**config.mk**
```make
export PLATFORM = sky130hd
export DESIGN_NAME = interval_alarm_timer
export DESIGN_NICKNAME = d
export VERILOG_FILES = /design/src/rtl/interval_timer_pkg.sv /design/src/rtl/interval_alarm_timer.sv /design/src/rtl/clear_debounce.sv
export SDC_FILE = /design/constraint.sdc
export NUM_CORES = 1
export LEC_CHECK = 0
export ABC_AREA = 1
export BUFFER_PORTS_ARGS = -buffer_cell sky130_fd_sc_hd__buf_4
export CELL_PAD_IN_SITES_DETAIL_PLACEMENT = 2
export CELL_PAD_IN_SITES_GLOBAL_PLACEMENT = 2
export CORE_MARGIN = 2
export CORE_UTILIZATION = 35
export CTS_CLUSTER_DIAMETER = 120
export DETAILED_ROUTE_END_ITERATION = 10
export PLACE_DENSITY_LB_ADDON = 0.1
export SETUP_SLACK_MARGIN = 0.3
export SYNTH_ARGS = -nofsm -noshare
export SYNTH_HDL_FRONTEND = slang
export SYNTH_SLANG_ARGS = --single-unit
export TNS_END_PERCENT = 1
```
**constraint.sdc**
```tcl
create_clock -name MCLK -period 4.95 [get_ports MCLK]
set_input_delay 0.495 -clock MCLK [delete_from_list [all_inputs] [get_ports MCLK]]
set_output_delay 0.495 -clock MCLK [all_outputs]
set_load 0.005 [all_outputs]
```
**src/rtl/interval_timer_pkg.sv**
```systemverilog
`default_nettype none
package interval_timer_pkg;

    // clock and time base
    localparam int unsigned MCLK_PERIOD_NS = 100;
    localparam int unsigned TICK8_PERIOD_NS = 125_000_000;
    localparam int unsigned TICK8_CYC = TICK8_PERIOD_NS / MCLK_PERIOD_NS;
    localparam int unsigned TICKS_PER_SEC = 8;
    localparam int unsigned SUBTICK_W = 3;

    // alarm pulse widths per output variant
    localparam int unsigned PULSE_OD_NS = 7_800_000;
    localparam int unsigned PULSE_PP_NS = 125_000_000;
    localparam int unsigned PULSE_OD_CYC = PULSE_OD_NS / MCLK_PERIOD_NS;
    localparam int unsigned PULSE_PP_CYC = PULSE_PP_NS / MCLK_PERIOD_NS;

    // debounce
    localparam int unsigned DEBOUNCE_SAMPLES = 3;

    // interval counter
    localparam int unsigned COUNT_W = 24;
    localparam logic [23:0] IVAL_SEL00 = 24'h00003c;
    localparam logic [23:0] IVAL_SEL01 = 24'h00000a;
    localparam logic [23:0] IVAL_SEL10 = 24'h00001e;
    localparam logic [23:0] IVAL_SEL11 = 24'h000001;

    // register map
    localparam int unsigned ADDR_W = 4;
    localparam logic [3:0] OFS_STATUS = 4'h0;
    localparam logic [3:0] OFS_MASK = 4'h4;
    localparam logic [3:0] OFS_COUNT = 4'h8;
    localparam logic [3:0] OFS_INFO = 4'hc;
    localparam int unsigned EVT_W = 3;
    localparam logic [2:0] EVT_RESET = 3'h0;
    localparam logic [2:0] MASK_RESET = 3'h0;

    // alarm behaviour, fixed at build time
    typedef enum logic [1:0] {
        MODE_PULSE = 2'b00,
        MODE_HANDSHAKE = 2'b01,
        MODE_TOGGLE = 2'b10
    } alarm_mode_t;

    // timer sequencing
    typedef enum logic [1:0] {
        ST_CLEARED = 2'b00,
        ST_COUNT = 2'b01,
        ST_HOLD = 2'b10
    } timer_state_t;

    // sticky event bits, same layout for status and mask
    typedef struct packed {
        logic released;
        logic cleared;
        logic alarm;
    } events_t;

endpackage : interval_timer_pkg
`default_nettype wire

```
**src/rtl/interval_alarm_timer.sv**
```systemverilog
// Summary of operation
// - counting starts late after clear release, debounce
// - count begins only after debounced clear rises
// - selects latched at release, later changes ignored
// - two select pins choose one of four intervals
// - alarm mode is a build-time parameter
// - pulse mode: pulse on match, restart count
// - handshake mode: hold alarm level, freeze count
// - handshake: clear low drops alarm and clears, release restarts
// - clear low before match clears the counter
// - push-pull variant drives alarm active high
// - select codes map to 60, 10, 30, 1 s
// - pulse width 7.8 ms drain, 125 ms push-pull
// - clear filtered by three samples at 8 hz
// - interval counter is 24-bit binary up-counter
`default_nettype none
module interval_alarm_timer #(
    parameter interval_timer_pkg::alarm_mode_t MODE =
        interval_timer_pkg::MODE_PULSE,
    parameter bit PUSH_PULL = 1'b0,
    parameter int unsigned TICK8_CYC = interval_timer_pkg::TICK8_CYC,
    parameter int unsigned PULSE_OD_CYC = interval_timer_pkg::PULSE_OD_CYC,
    parameter int unsigned PULSE_PP_CYC = interval_timer_pkg::PULSE_PP_CYC,
    parameter int unsigned COUNT_W = interval_timer_pkg::COUNT_W
) (
    input wire logic MCLK,
    input wire logic RST,
    input wire logic CLEAR_N,
    input wire logic INTERVAL_SEL0,
    input wire logic INTERVAL_SEL1,
    output logic ALARM_O,
    output logic ALARM_OE_N,
    input wire logic [interval_timer_pkg::ADDR_W-1:0] REG_ADDR,
    input wire logic [31:0] REG_WDATA,
    input wire logic REG_WR,
    input wire logic REG_RD,
    output logic [31:0] REG_RDATA,
    output logic IRQ
);

    ////////////////////////////////////////////////////////////////////////
    // helpers

    // interval in seconds for a select code
    function automatic logic [COUNT_W-1:0] interval_of(
        input logic [1:0] sel
    );
        logic [COUNT_W-1:0] r;
        case (sel)
            2'b00: r = COUNT_W'(interval_timer_pkg::IVAL_SEL00);
            2'b01: r = COUNT_W'(interval_timer_pkg::IVAL_SEL01);
            2'b10: r = COUNT_W'(interval_timer_pkg::IVAL_SEL10);
            default: r = COUNT_W'(interval_timer_pkg::IVAL_SEL11);
        endcase
        return r;
    endfunction : interval_of

    // pulse length follows the output variant
    localparam int unsigned PULSE_CYC =
        PUSH_PULL ? PULSE_PP_CYC : PULSE_OD_CYC;

    ////////////////////////////////////////////////////////////////////////
    // declarations

    logic [31:0] presc_q; // free-running 8 hz divider
    logic tick8; // one-cycle 8 hz strobe
    logic [interval_timer_pkg::SUBTICK_W-1:0] subtick_q; // ticks in second
    logic sec_tick; // one-cycle seconds strobe, only while counting
    logic clr_level; // filtered clear, high = released
    logic clr_rise; // filtered release
    logic clr_fall; // filtered clear assertion
    interval_timer_pkg::timer_state_t state_q; // sequencing
    interval_timer_pkg::timer_state_t state_d;
    logic [1:0] sel_q; // select code latched at release
    logic [COUNT_W-1:0] count_q; // seconds since start
    logic [COUNT_W-1:0] count_d;
    logic match; // count reached chosen interval
    logic [31:0] pulse_q; // cycles left of the alarm pulse
    logic toggle_q; // level for the toggle variant
    logic alarm_act; // alarm asserted, polarity neutral
    interval_timer_pkg::events_t status_q; // sticky events
    interval_timer_pkg::events_t mask_q; // interrupt enables
    interval_timer_pkg::events_t evt; // this cycle's events
    logic [31:0] rdata_d;

    ////////////////////////////////////////////////////////////////////////
    // time base

    // one divider feeds both the debounce sampler and the seconds count
    always_ff @(posedge MCLK) begin
        if (RST) begin
            presc_q <= '0;
        end else if (presc_q == 32'(TICK8_CYC - 1)) begin
            presc_q <= '0;
        end else begin
            presc_q <= presc_q + 32'd1;
        end
    end

    assign tick8 = (presc_q == 32'(TICK8_CYC - 1));

    // eight sampler ticks make one second; restarted at each release so
    // the first second is not shortened by a stale phase (up to one tick
    // of slip remains, well inside the documented first-alarm lateness)
    always_ff @(posedge MCLK) begin
        if (RST) begin
            subtick_q <= '0;
        end else if (state_q != interval_timer_pkg::ST_COUNT) begin
            subtick_q <= '0;
        end else if (tick8) begin
            subtick_q <= subtick_q + 1'b1;
        end
    end

    assign sec_tick = tick8 && (state_q == interval_timer_pkg::ST_COUNT) &&
        (subtick_q == interval_timer_pkg::SUBTICK_W'(
            interval_timer_pkg::TICKS_PER_SEC - 1));

    ////////////////////////////////////////////////////////////////////////
    // clear input filter

    clear_debounce #(
        .SAMPLES(interval_timer_pkg::DEBOUNCE_SAMPLES)
    ) u_debounce (
        .clk(MCLK),
        .rst(RST),
        .sample_tick(tick8),
        .clear_n_pin(CLEAR_N),
        .level_q(clr_level),
        .rise(clr_rise),
        .fall(clr_fall)
    );

    ////////////////////////////////////////////////////////////////////////
    // sequencing

    assign match = (state_q == interval_timer_pkg::ST_COUNT) &&
        (count_q == interval_of(sel_q));

    // next state; a filtered clear overrides everything else
    always_comb begin
        state_d = state_q;
        case (state_q)
            interval_timer_pkg::ST_CLEARED: begin
                // wait for the filtered release, not the raw pin
                if (clr_rise) begin
                    state_d = interval_timer_pkg::ST_COUNT;
                end
            end
            interval_timer_pkg::ST_COUNT: begin
                if (match && MODE == interval_timer_pkg::MODE_HANDSHAKE) begin
                    state_d = interval_timer_pkg::ST_HOLD;
                end
            end
            interval_timer_pkg::ST_HOLD: begin
                // only a clear from the host leaves the hold
                state_d = interval_timer_pkg::ST_HOLD;
            end
            default: begin
                state_d = interval_timer_pkg::ST_CLEARED;
            end
        endcase
        // the release cycle itself still shows the filtered level low
        if (clr_fall || (!clr_level && !clr_rise)) begin
            state_d = interval_timer_pkg::ST_CLEARED;
        end
    end

    always_ff @(posedge MCLK) begin
        if (RST) begin
            state_q <= interval_timer_pkg::ST_CLEARED;
        end else begin
            state_q <= state_d;
        end
    end

    // select pins are sampled once, on the filtered release only
    always_ff @(posedge MCLK) begin
        if (RST) begin
            sel_q <= 2'b00;
        end else if (state_q == interval_timer_pkg::ST_CLEARED &&
            clr_rise) begin
            sel_q <= {INTERVAL_SEL0, INTERVAL_SEL1};
        end
    end

    ////////////////////////////////////////////////////////////////////////
    // interval counter

    // the match is seen the cycle after the increment, so a seconds tick
    // and a match never fall in the same cycle
    always_comb begin
        count_d = count_q;
        if (state_q == interval_timer_pkg::ST_COUNT) begin
            if (match) begin
                if (MODE != interval_timer_pkg::MODE_HANDSHAKE) begin
                    count_d = '0;
                end
            end else if (sec_tick) begin
                count_d = count_q + 1'b1;
            end
        end
        if (state_d == interval_timer_pkg::ST_CLEARED) begin
            count_d = '0;
        end
    end

    // in hold the count just stays where the match left it
    always_ff @(posedge MCLK) begin
        if (RST) begin
            count_q <= '0;
        end else begin
            count_q <= count_d;
        end
    end

    ////////////////////////////////////////////////////////////////////////
    // alarm generation

    // pulse width timer, reloaded on every match in pulse mode
    always_ff @(posedge MCLK) begin
        if (RST) begin
            pulse_q <= '0;
        end else if (state_d == interval_timer_pkg::ST_CLEARED) begin
            pulse_q <= '0;
        end else if (match && MODE == interval_timer_pkg::MODE_PULSE) begin
            pulse_q <= 32'(PULSE_CYC);
        end else if (pulse_q != '0) begin
            pulse_q <= pulse_q - 32'd1;
        end
    end

    // toggle variant: level flips on every match, count restarts
    always_ff @(posedge MCLK) begin
        if (RST) begin
            toggle_q <= 1'b0;
        end else if (state_d == interval_timer_pkg::ST_CLEARED) begin
            toggle_q <= 1'b0;
        end else if (match && MODE == interval_timer_pkg::MODE_TOGGLE) begin
            toggle_q <= ~toggle_q;
        end
    end

    // mode is a constant, so only one source is ever live
    assign alarm_act = (pulse_q != '0) || toggle_q ||
        (state_q == interval_timer_pkg::ST_HOLD);

    // pin: open-drain sinks low while active; push-pull is active high
    // and always drives, so its enable stays low
    always_ff @(posedge MCLK) begin
        if (RST) begin
            ALARM_O <= 1'b0;
            ALARM_OE_N <= ~PUSH_PULL;
        end else if (PUSH_PULL) begin
            ALARM_O <= alarm_act;
            ALARM_OE_N <= 1'b0;
        end else begin
            ALARM_O <= 1'b0;
            ALARM_OE_N <= ~alarm_act;
        end
    end

    ////////////////////////////////////////////////////////////////////////
    // events and interrupt

    always_comb begin
        evt.alarm = match;
        evt.cleared = clr_fall;
        evt.released = clr_rise;
    end

    // write one to clear; a new event in the same cycle wins
    always_ff @(posedge MCLK) begin
        if (RST) begin
            status_q <= interval_timer_pkg::EVT_RESET;
        end else if (REG_WR &&
            REG_ADDR == interval_timer_pkg::OFS_STATUS) begin
            status_q <= (status_q &
                ~REG_WDATA[interval_timer_pkg::EVT_W-1:0]) | evt;
        end else begin
            status_q <= status_q | evt;
        end
    end

    // mask register gates the interrupt line
    always_ff @(posedge MCLK) begin
        if (RST) begin
            mask_q <= interval_timer_pkg::MASK_RESET;
        end else if (REG_WR && REG_ADDR == interval_timer_pkg::OFS_MASK) begin
            mask_q <= REG_WDATA[interval_timer_pkg::EVT_W-1:0];
        end
    end

    // registered level, so it lags a status change by one cycle
    always_ff @(posedge MCLK) begin
        if (RST) begin
            IRQ <= 1'b0;
        end else begin
            IRQ <= |(status_q & mask_q);
        end
    end

    ////////////////////////////////////////////////////////////////////////
    // register read port

    // unmapped offsets read as zero
    always_comb begin
        rdata_d = 32'h00000000;
        case (REG_ADDR)
            interval_timer_pkg::OFS_STATUS: begin
                rdata_d = {29'h0, status_q};
            end
            interval_timer_pkg::OFS_MASK: begin
                rdata_d = {29'h0, mask_q};
            end
            interval_timer_pkg::OFS_COUNT: begin
                rdata_d = 32'(count_q);
            end
            interval_timer_pkg::OFS_INFO: begin
                // alarm, filtered clear, state, latched select
                rdata_d = {26'h0, alarm_act, clr_level, state_q, sel_q};
            end
            default: begin
                rdata_d = 32'h00000000;
            end
        endcase
    end

    // data valid only in the cycle after the read strobe
    always_ff @(posedge MCLK) begin
        if (RST) begin
            REG_RDATA <= 32'h00000000;
        end else if (REG_RD) begin
            REG_RDATA <= rdata_d;
        end else begin
            REG_RDATA <= 32'h00000000;
        end
    end

endmodule : interval_alarm_timer
`default_nettype wire

```
**src/rtl/clear_debounce.sv**
```systemverilog
`default_nettype none
// three-sample filter on the active-low clear input
module clear_debounce #(
    parameter int unsigned SAMPLES = interval_timer_pkg::DEBOUNCE_SAMPLES
) (
    input wire logic clk,
    input wire logic rst,
    input wire logic sample_tick,
    input wire logic clear_n_pin,
    output logic level_q,
    output logic rise,
    output logic fall
);

    logic [SAMPLES-1:0] hist_q; // last samples, newest in bit 0

    // shift in one sample per 8 hz tick
    always_ff @(posedge clk) begin
        if (rst) begin
            hist_q <= '0;
        end else if (sample_tick) begin
            hist_q <= {hist_q[SAMPLES-2:0], clear_n_pin};
        end
    end

    // level moves only on a unanimous set of samples, so a glitch
    // shorter than two tick periods never changes it
    always_ff @(posedge clk) begin
        if (rst) begin
            level_q <= 1'b0;
        end else if (&hist_q) begin
            level_q <= 1'b1;
        end else if (~|hist_q) begin
            level_q <= 1'b0;
        end
    end

    // edges of the filtered level, one cycle each
    assign rise = (&hist_q) & ~level_q;
    assign fall = (~|hist_q) & level_q;

endmodule : clear_debounce
`default_nettype wire

```
Word level (Yosys, flattened, before mapping):

Cells that the tools add are included.

* register bits after elaboration: 139
* latch bits: 0
* bits in writable memories: 0
* ROM bits: 0
* input port bits: 43
* output and inout port bits: 35
* logic and storage cells: 84
* memories kept: 0

* add/subtract/negate cells: 4
* $mul: 0
* divide/modulo/power cells: 0
* magnitude comparators: 0
* eq/ne operators: 12
* shift operators: 0
* multiplexer cells: 12
* bitwise operators: 10
* reductions and logical operators: 28

Operator list (number)
* 24-bit one-hot mux with 4 select lines: 1
* 24-bit 2-to-1 mux: 2
* 17-bit 2-to-1 mux: 2
* 32-bit by 1-bit adder with 32-bit output, second input constant: 1
* 32-bit by 21-bit == test with 1-bit output, second input constant: 1
* 32-bit nonzero test: 1
* 32-bit by 1-bit subtractor with 32-bit output, second input constant: 1
* 24-bit by 1-bit adder with 24-bit output, second input constant: 1
* 24-bit == test: 1
* 6-bit one-hot mux with 3 select lines: 1
* 3-bit OR reduction: 3
* 4-bit == test, second input constant: 2
* 2-bit OR reduction: 4
* 1-bit logical AND: 7
* 3-bit bitwise AND: 2
* 2-bit logical NOT: 3
* 3-bit bitwise OR: 2
* 2-bit one-hot mux with 3 select lines: 1
* 2-bit by 1-bit == test with 1-bit output, second input constant: 2
* 2-bit == test, second input constant: 2
* 4-bit by 3-bit == test with 1-bit output, second input constant: 1
* 4-bit logical NOT: 1
* 2-bit 2-to-1 mux: 2
* 2-bit by 1-bit != test with 1-bit output, second input constant: 2
* other kinds (12): 20

Depth between registers and ports, before layout:

* depth in word-level cells: 8
* depth in mapped cells: 13
* gate-level depth less buffers: 13

Hierarchy:

A second synthesis with hierarchy kept.

* cells, all modules: 1105
* area, all modules: 7163.1 sq um

By module, submodules not included
* interval_alarm_timer: instances 1, cells each 1080, area an instance 6998.0 sq um, seq. area each 2542.4 sq um
* clear_debounce: instances 1, cells each 25, area an instance 165.2 sq um, seq. area each 80.1 sq um

Least setup slack after synthesis:

Ideal clock, no wire load.

* path type: reg2reg
* from: reg sel_q[0]
* to: reg pulse_q[2]
* setup time: 0.117 ns
* arrival time: 1.602 ns
* required time: 4.833 ns
* slack: 3.231 ns
* cell stages (with the launch flop): 13
* buffers on the path: 1
* clock period less this slack: 1.719 ns
* cells stage by stage: dfxtp_1 -> inv_2 -> ha_1 -> inv_1 -> nand2_1 -> nand2_1 -> nor2_1 -> nand2_1 -> nor2_1 -> nand2_2 -> nand2_2 -> buf_4 -> nor3_1

* cells in the longest elaborated chain, start to end: 5
* elaborated cells between the ends (all ways): 7
* classes of those cells: eq/ne (3); mux (1); reduce/logical (3)

RTL lines
* from (decl): RTL line interval_alarm_timer.sv:74 `logic [1:0] sel_q;`
* from (signal assigned): RTL line interval_alarm_timer.sv:183 `sel_q <= {INTERVAL_SEL0, INTERVAL_SEL1};`
* 2-bit == test (tied with other cells): RTL line interval_alarm_timer.sv:49 `case (sel)`
* 6-bit one-hot mux with 3 select lines *: RTL line interval_alarm_timer.sv:49
* 24-bit == test *: RTL line interval_alarm_timer.sv:138 `(count_q == interval_of(sel_q));`
* 1-bit logical AND *: RTL line interval_alarm_timer.sv:137 `assign match = (state_q == interval_timer_pkg::ST_COUNT) &&`
* 3-bit OR reduction (no line) *
* to (signal assigned): RTL line interval_alarm_timer.sv:227 `pulse_q <= 32'(PULSE_CYC);`
* to (signal assigned): RTL line interval_alarm_timer.sv:229 `pulse_q <= pulse_q - 32'd1;`
* to (decl): RTL line interval_alarm_timer.sv:78 `logic [31:0] pulse_q;`

Mark *: on every way between the ends. The rest lies on a longest branch, timed or not.
A chain may end at the register's enable or synchronous reset.

Final worst setup path:

* from: reg sel_q[0]
* to: reg count_q[3]

* cells in the longest elaborated chain, start to end: 6
* elaborated cells between the ends (all ways): 9
* classes of those cells: eq/ne (3); mux (2); reduce/logical (4)

RTL lines
* 2-bit == test (tied with other cells): RTL line interval_alarm_timer.sv:49
* 6-bit one-hot mux with 3 select lines *: RTL line interval_alarm_timer.sv:49
* 24-bit == test *: RTL line interval_alarm_timer.sv:138
* 1-bit logical AND *: RTL line interval_alarm_timer.sv:137
* 2-bit nonzero test (no line)
* 2-bit AND reduction (no line)
* to (signal assigned): RTL line interval_alarm_timer.sv:213 `count_q <= count_d;`
* to (decl): RTL line interval_alarm_timer.sv:75 `logic [COUNT_W-1:0] count_q;`

Marks and branches as above.

==> run summary <==
The horizontal die dimension is approximately 150 microns. In this design, the stage delay of the slowest critical-path cell is approximately 0.64 ns. Summing every instance area after synthesis gives approximately 7100 sq um.

After Yosys synthesis, and, or, nand and nor cells account for about two fifths of the synthesized area. The number of gates resized after CTS came out at 0. The H-tree depth reported by CTS came out at 4.

The count of mapped cells out of synthesis is around 1100. The portion of synthesized cell area occupied by the leading cell type is 37.2%. Yosys attributes the largest share of cell area to sky130_fd_sc_hd__dfxtp_1 (37%), sky130_fd_sc_hd__nand2_1 (14%), sky130_fd_sc_hd__nor2_1 (11%). The register area is 2620 sq um. The pin count of the biggest net entering global routing is 33. The cell area power density is around 310 nW/um^2. The first global-routing pass estimated around 41000 microns of wire. The area of combinational cells with multiple inputs came out at about 3900 sq um. The final weighted congestion in routability-driven placement is slightly above 0.8. The fraction of the mapped netlist area in adder cells came out at around 1.2%. In the synthesized netlist the async set-or-reset flop fraction comes to 0%. The via count of the first global-routing pass is roughly 7600. The maximum buffer depth of the clock tree is 2. Derived from the worst setup path, the maximum achievable clock frequency is roughly 0.36 GHz. Summing the areas of all xor and xnor instances in the mapped netlist gives 4.72% of the synthesized area. The count of final hold-check violations came out at 0.

sky130_fd_sc_hd__dfxtp_1 takes more of the synthesized area than any other cell. The post-route fraction of the period consumed by the critical path came out at between 50 and 60%. The flow ran to the end, and the final reports show no timing, DRC or antenna violations. The routed layout has ~7000 vias. Yosys printed 0 warnings. The count of maximum capacitance violations is 0. The tightest hold margin is 0.310 ns. The part of the Yosys area used for sequential elements came out at 37.2%. The routed length per placed instance is about 18 microns.

The standard-cell row count came out at 51. The area growth from synthesis to layout came out at 15.7%. The later-pin clock latency in the skew report came out at between 0.4 and 0.5 ns. The shortest clock period the worst path allows after layout came out at about 2.8 ns. The combined global-route utilization of all metal layers came out at a little under a quarter. The iteration count of the initial detailed-routing pass is 4. STA classifies the critical path startpoint as a flop. The final-layout setup total negative slack came out at 0 ns. The number of distinct library cells after synthesis is 38. In this run the static leakage power is ~3.3 nW. Leaving out fill and tap cells, the most frequent cell in the layout is sky130_fd_sc_hd__nand2_1.

The proportion of synthesized area in mux cells came out at 0%. The register clock-pin slew on the reported worst setup and hold paths is around 0.07 ns. The average via count per standard cell came out at ~5.1.

The reg-to-reg setup timing slack came out at 2.16 ns. Clock tree synthesis selected as its root buffer the cell sky130_fd_sc_hd__clkbuf_16. The count of fill cells added during filler insertion is between 2000 and 2500. The signal on the critical path passes through inv_2 > ha_1 > inv_1 > nand2_1 > nand2_1 > nor2_1 > nand2_1 > nor2_1 > nand2_2 > nand2_2 > inv_2 > o21ai_0 > nor2_1.

The total inserted antenna cells came out at 0. The peak supply drop came out at ~0.2 mV. The number of buffers inserted by post-CTS setup repair came out at 0. The detailed-route DRC error count is 0. The number of pins exceeding their max-slew limit in the final report came out at 0. The final count of negative-setup-slack endpoints came out at 0. Clock skew on the completed layout was measured at between 0.009 and 0.01 ns. Data on the critical path is required at its endpoint by 5.27 ns. The actual transition at the worst max-transition pin came out at between 1 and 1.5 ns. The count of antenna-violating nets left after detailed routing is 0. The initial antenna violation count came to 0. The area fraction in compound gates after synthesis came out at about 7.7%. The cts-stage hold buffer count came out at 0. The die outline area came out at about 21000 sq um.

The TritonCTS buffer count came out at 17. The count of input and output buffers came out at 39. The post-synthesis sequential element count is approximately 130. The routed design has 24600 microns of wire.

The die height is between 100 and 150 microns. The fraction of layout instances using a drive strength above 1 is around an eighth. Once the floorplan was initialized, standard cells occupied about 36% of the core.

The most used flip-flop cell after synthesis is sky130_fd_sc_hd__dfxtp_1. The total global routing overflow came out at 0. Counting every sink on the clock net gives 131. The core region area came out at a little under 20000 sq um. The worst setup path is of the flop to flop kind. Counting flops with a built-in enable in the synthesized netlist gives 0. The average instance in the mapped netlist occupies approximately 6.6 sq um. The relative max-transition margin is approximately 29%.

The count of routing violations after the opening detailed-route iteration came out at just over 300. The worst hold path belongs to the class input port to flop. After the last flow step, the layout net total stands at between 1000 and 1500. TritonCTS built the clock tree. The largest individual stage delay along the critical path comes from the cell sky130_fd_sc_hd__nand2_2. The highest net fanout along the worst path came out at 28. Detailed placement ended at an HPWL of roughly 18000 microns. In the layout the commonest cells are sky130_fd_sc_hd__nand2_1 (259), sky130_fd_sc_hd__nor2_1 (203), sky130_fd_sc_hd__dfxtp_1 (131). Setup repair after global routing left no endpoint under its margin. After synthesis, the largest family of logic cells by area is simple AND/OR/NAND/NOR gates. At the worst endpoint, the arrival time is between 3 and 4 ns. STA classifies the critical path endpoint as a flop. The I/O pin count is 78.
==> cell type report <==
type	count	area share, %
flip-flops and latches	131	32.1
clock buffers	19	5.43
multi-input cells	804	47.5
inverters	103	4.74
clock inverters	13	2.44
repair buffers	40	3.68
well taps	265	4.06
==> per-stage QoR <==
step / utilization [%] / power [mW] / setup slack (ns) / cell area (sq um) / std cells
3_3_place_gp: 38.4 / 1.11 / 2.27 / 7520 / 1343
3_5_place_dp: 38.4 / 1.12 / 2.20 / 7520 / 1343
2_1_floorplan: - / 1.10 / 3.23 / 7080 / 1069
6_report: 41.6 / 2.50 / 2.16 / 8160 / 1375
4_1_cts: 41.6 / 2.52 / 2.10 / 8160 / 1375
5_1_grt: 41.6 / 2.57 / 1.85 / 8160 / 1375
==> synthesized netlist by cell type (2+ instances only) <==
cell type                  instances
sky130_fd_sc_hd__nand2_1         259
sky130_fd_sc_hd__nor2_1          203
sky130_fd_sc_hd__dfxtp_1         131
sky130_fd_sc_hd__nand3_1          92
sky130_fd_sc_hd__inv_1            83
sky130_fd_sc_hd__a21oi_1          56
sky130_fd_sc_hd__nor3_1           38
sky130_fd_sc_hd__nand4_1          27
sky130_fd_sc_hd__xor2_1           24
sky130_fd_sc_hd__inv_2            19
sky130_fd_sc_hd__buf_4            15
sky130_fd_sc_hd__a21oi_2          14
sky130_fd_sc_hd__o21ai_0          14
sky130_fd_sc_hd__xnor2_1          14
sky130_fd_sc_hd__nand3_2          10
sky130_fd_sc_hd__buf_2             9
sky130_fd_sc_hd__ha_1              7
sky130_fd_sc_hd__or2_2             7
sky130_fd_sc_hd__clkbuf_1          5
sky130_fd_sc_hd__nor2_2            4
sky130_fd_sc_hd__nor3b_1           4
sky130_fd_sc_hd__a221oi_1          3
sky130_fd_sc_hd__nand2_2           3
sky130_fd_sc_hd__o22ai_1           3
sky130_fd_sc_hd__buf_6             2
sky130_fd_sc_hd__nand2_4           2
sky130_fd_sc_hd__o21ai_1           2
==> flip-flops by register name, summed over array words and instances, names as in the netlist <==
name and count:
state_q 2, pulse_q 32, u_debounce.level_q 1, u_debounce.hist_q 3, status_q 3, subtick_q 3, ALARM_OE_N 1, sel_q 2
IRQ 1, REG_RDATA 24, count_q 24, mask_q 3, presc_q 32
==> path summary, 6_finish.rpt <==
path                         startpoint                      end  depth (start not counted)
setup / recovery  sel_q[0]$_SDFFE_PP0P_  count_q[3]$_SDFFE_PP0P_                         13
hold / removal                      RST   status_q[0]$_SDFF_PP0_                          2
setup reg to reg  sel_q[0]$_SDFFE_PP0P_  count_q[3]$_SDFFE_PP0P_                         13
hold reg to reg   presc_q[0]$_SDFF_PP0_    presc_q[0]$_SDFF_PP0_                          1
==> where the power goes <==
part / switching, mW / internal, mW / leakage (nW)
logic: 0.0232 / 0.0106 / 1.97
registers: 0.00200 / 1.06 / 1.06
clock network: 0.540 / 0.867 / 0.307
==> per-layer routing <==
metal  GRT usage [%]  wire, microns  up-vias
met5               0              0        -
met4            6.13            339        0
met3            4.08            550       23
met2            43.1          12600       72
met1            29.4          11100     3453
li1                -              -     3473
==> worst max-delay path: cells and delay by family, from the launching register on <==
family / cells / cell delay, ns
AOI/OAI and AO/OA: 1 / 0.13
adders and majority gates: 1 / 0.32
buffers and inverters: 3 / 0.34
DFF: 1 / 0.40
and+or+nand+nor: 8 / 1.49
==> cells by family (layout without fill, tap and decap cells) <==
family                     after synthesis  count (layout)
adders and majority gates                7               7
DFF                                    131             131
xor gates and xnor gates                38              38
and+or+nand+nor                        656             656
buffers and inverters                  134             175
other                                    1               9
AOI/OAI and AO/OA                       94              94
(Power assumes the default switching activity.)
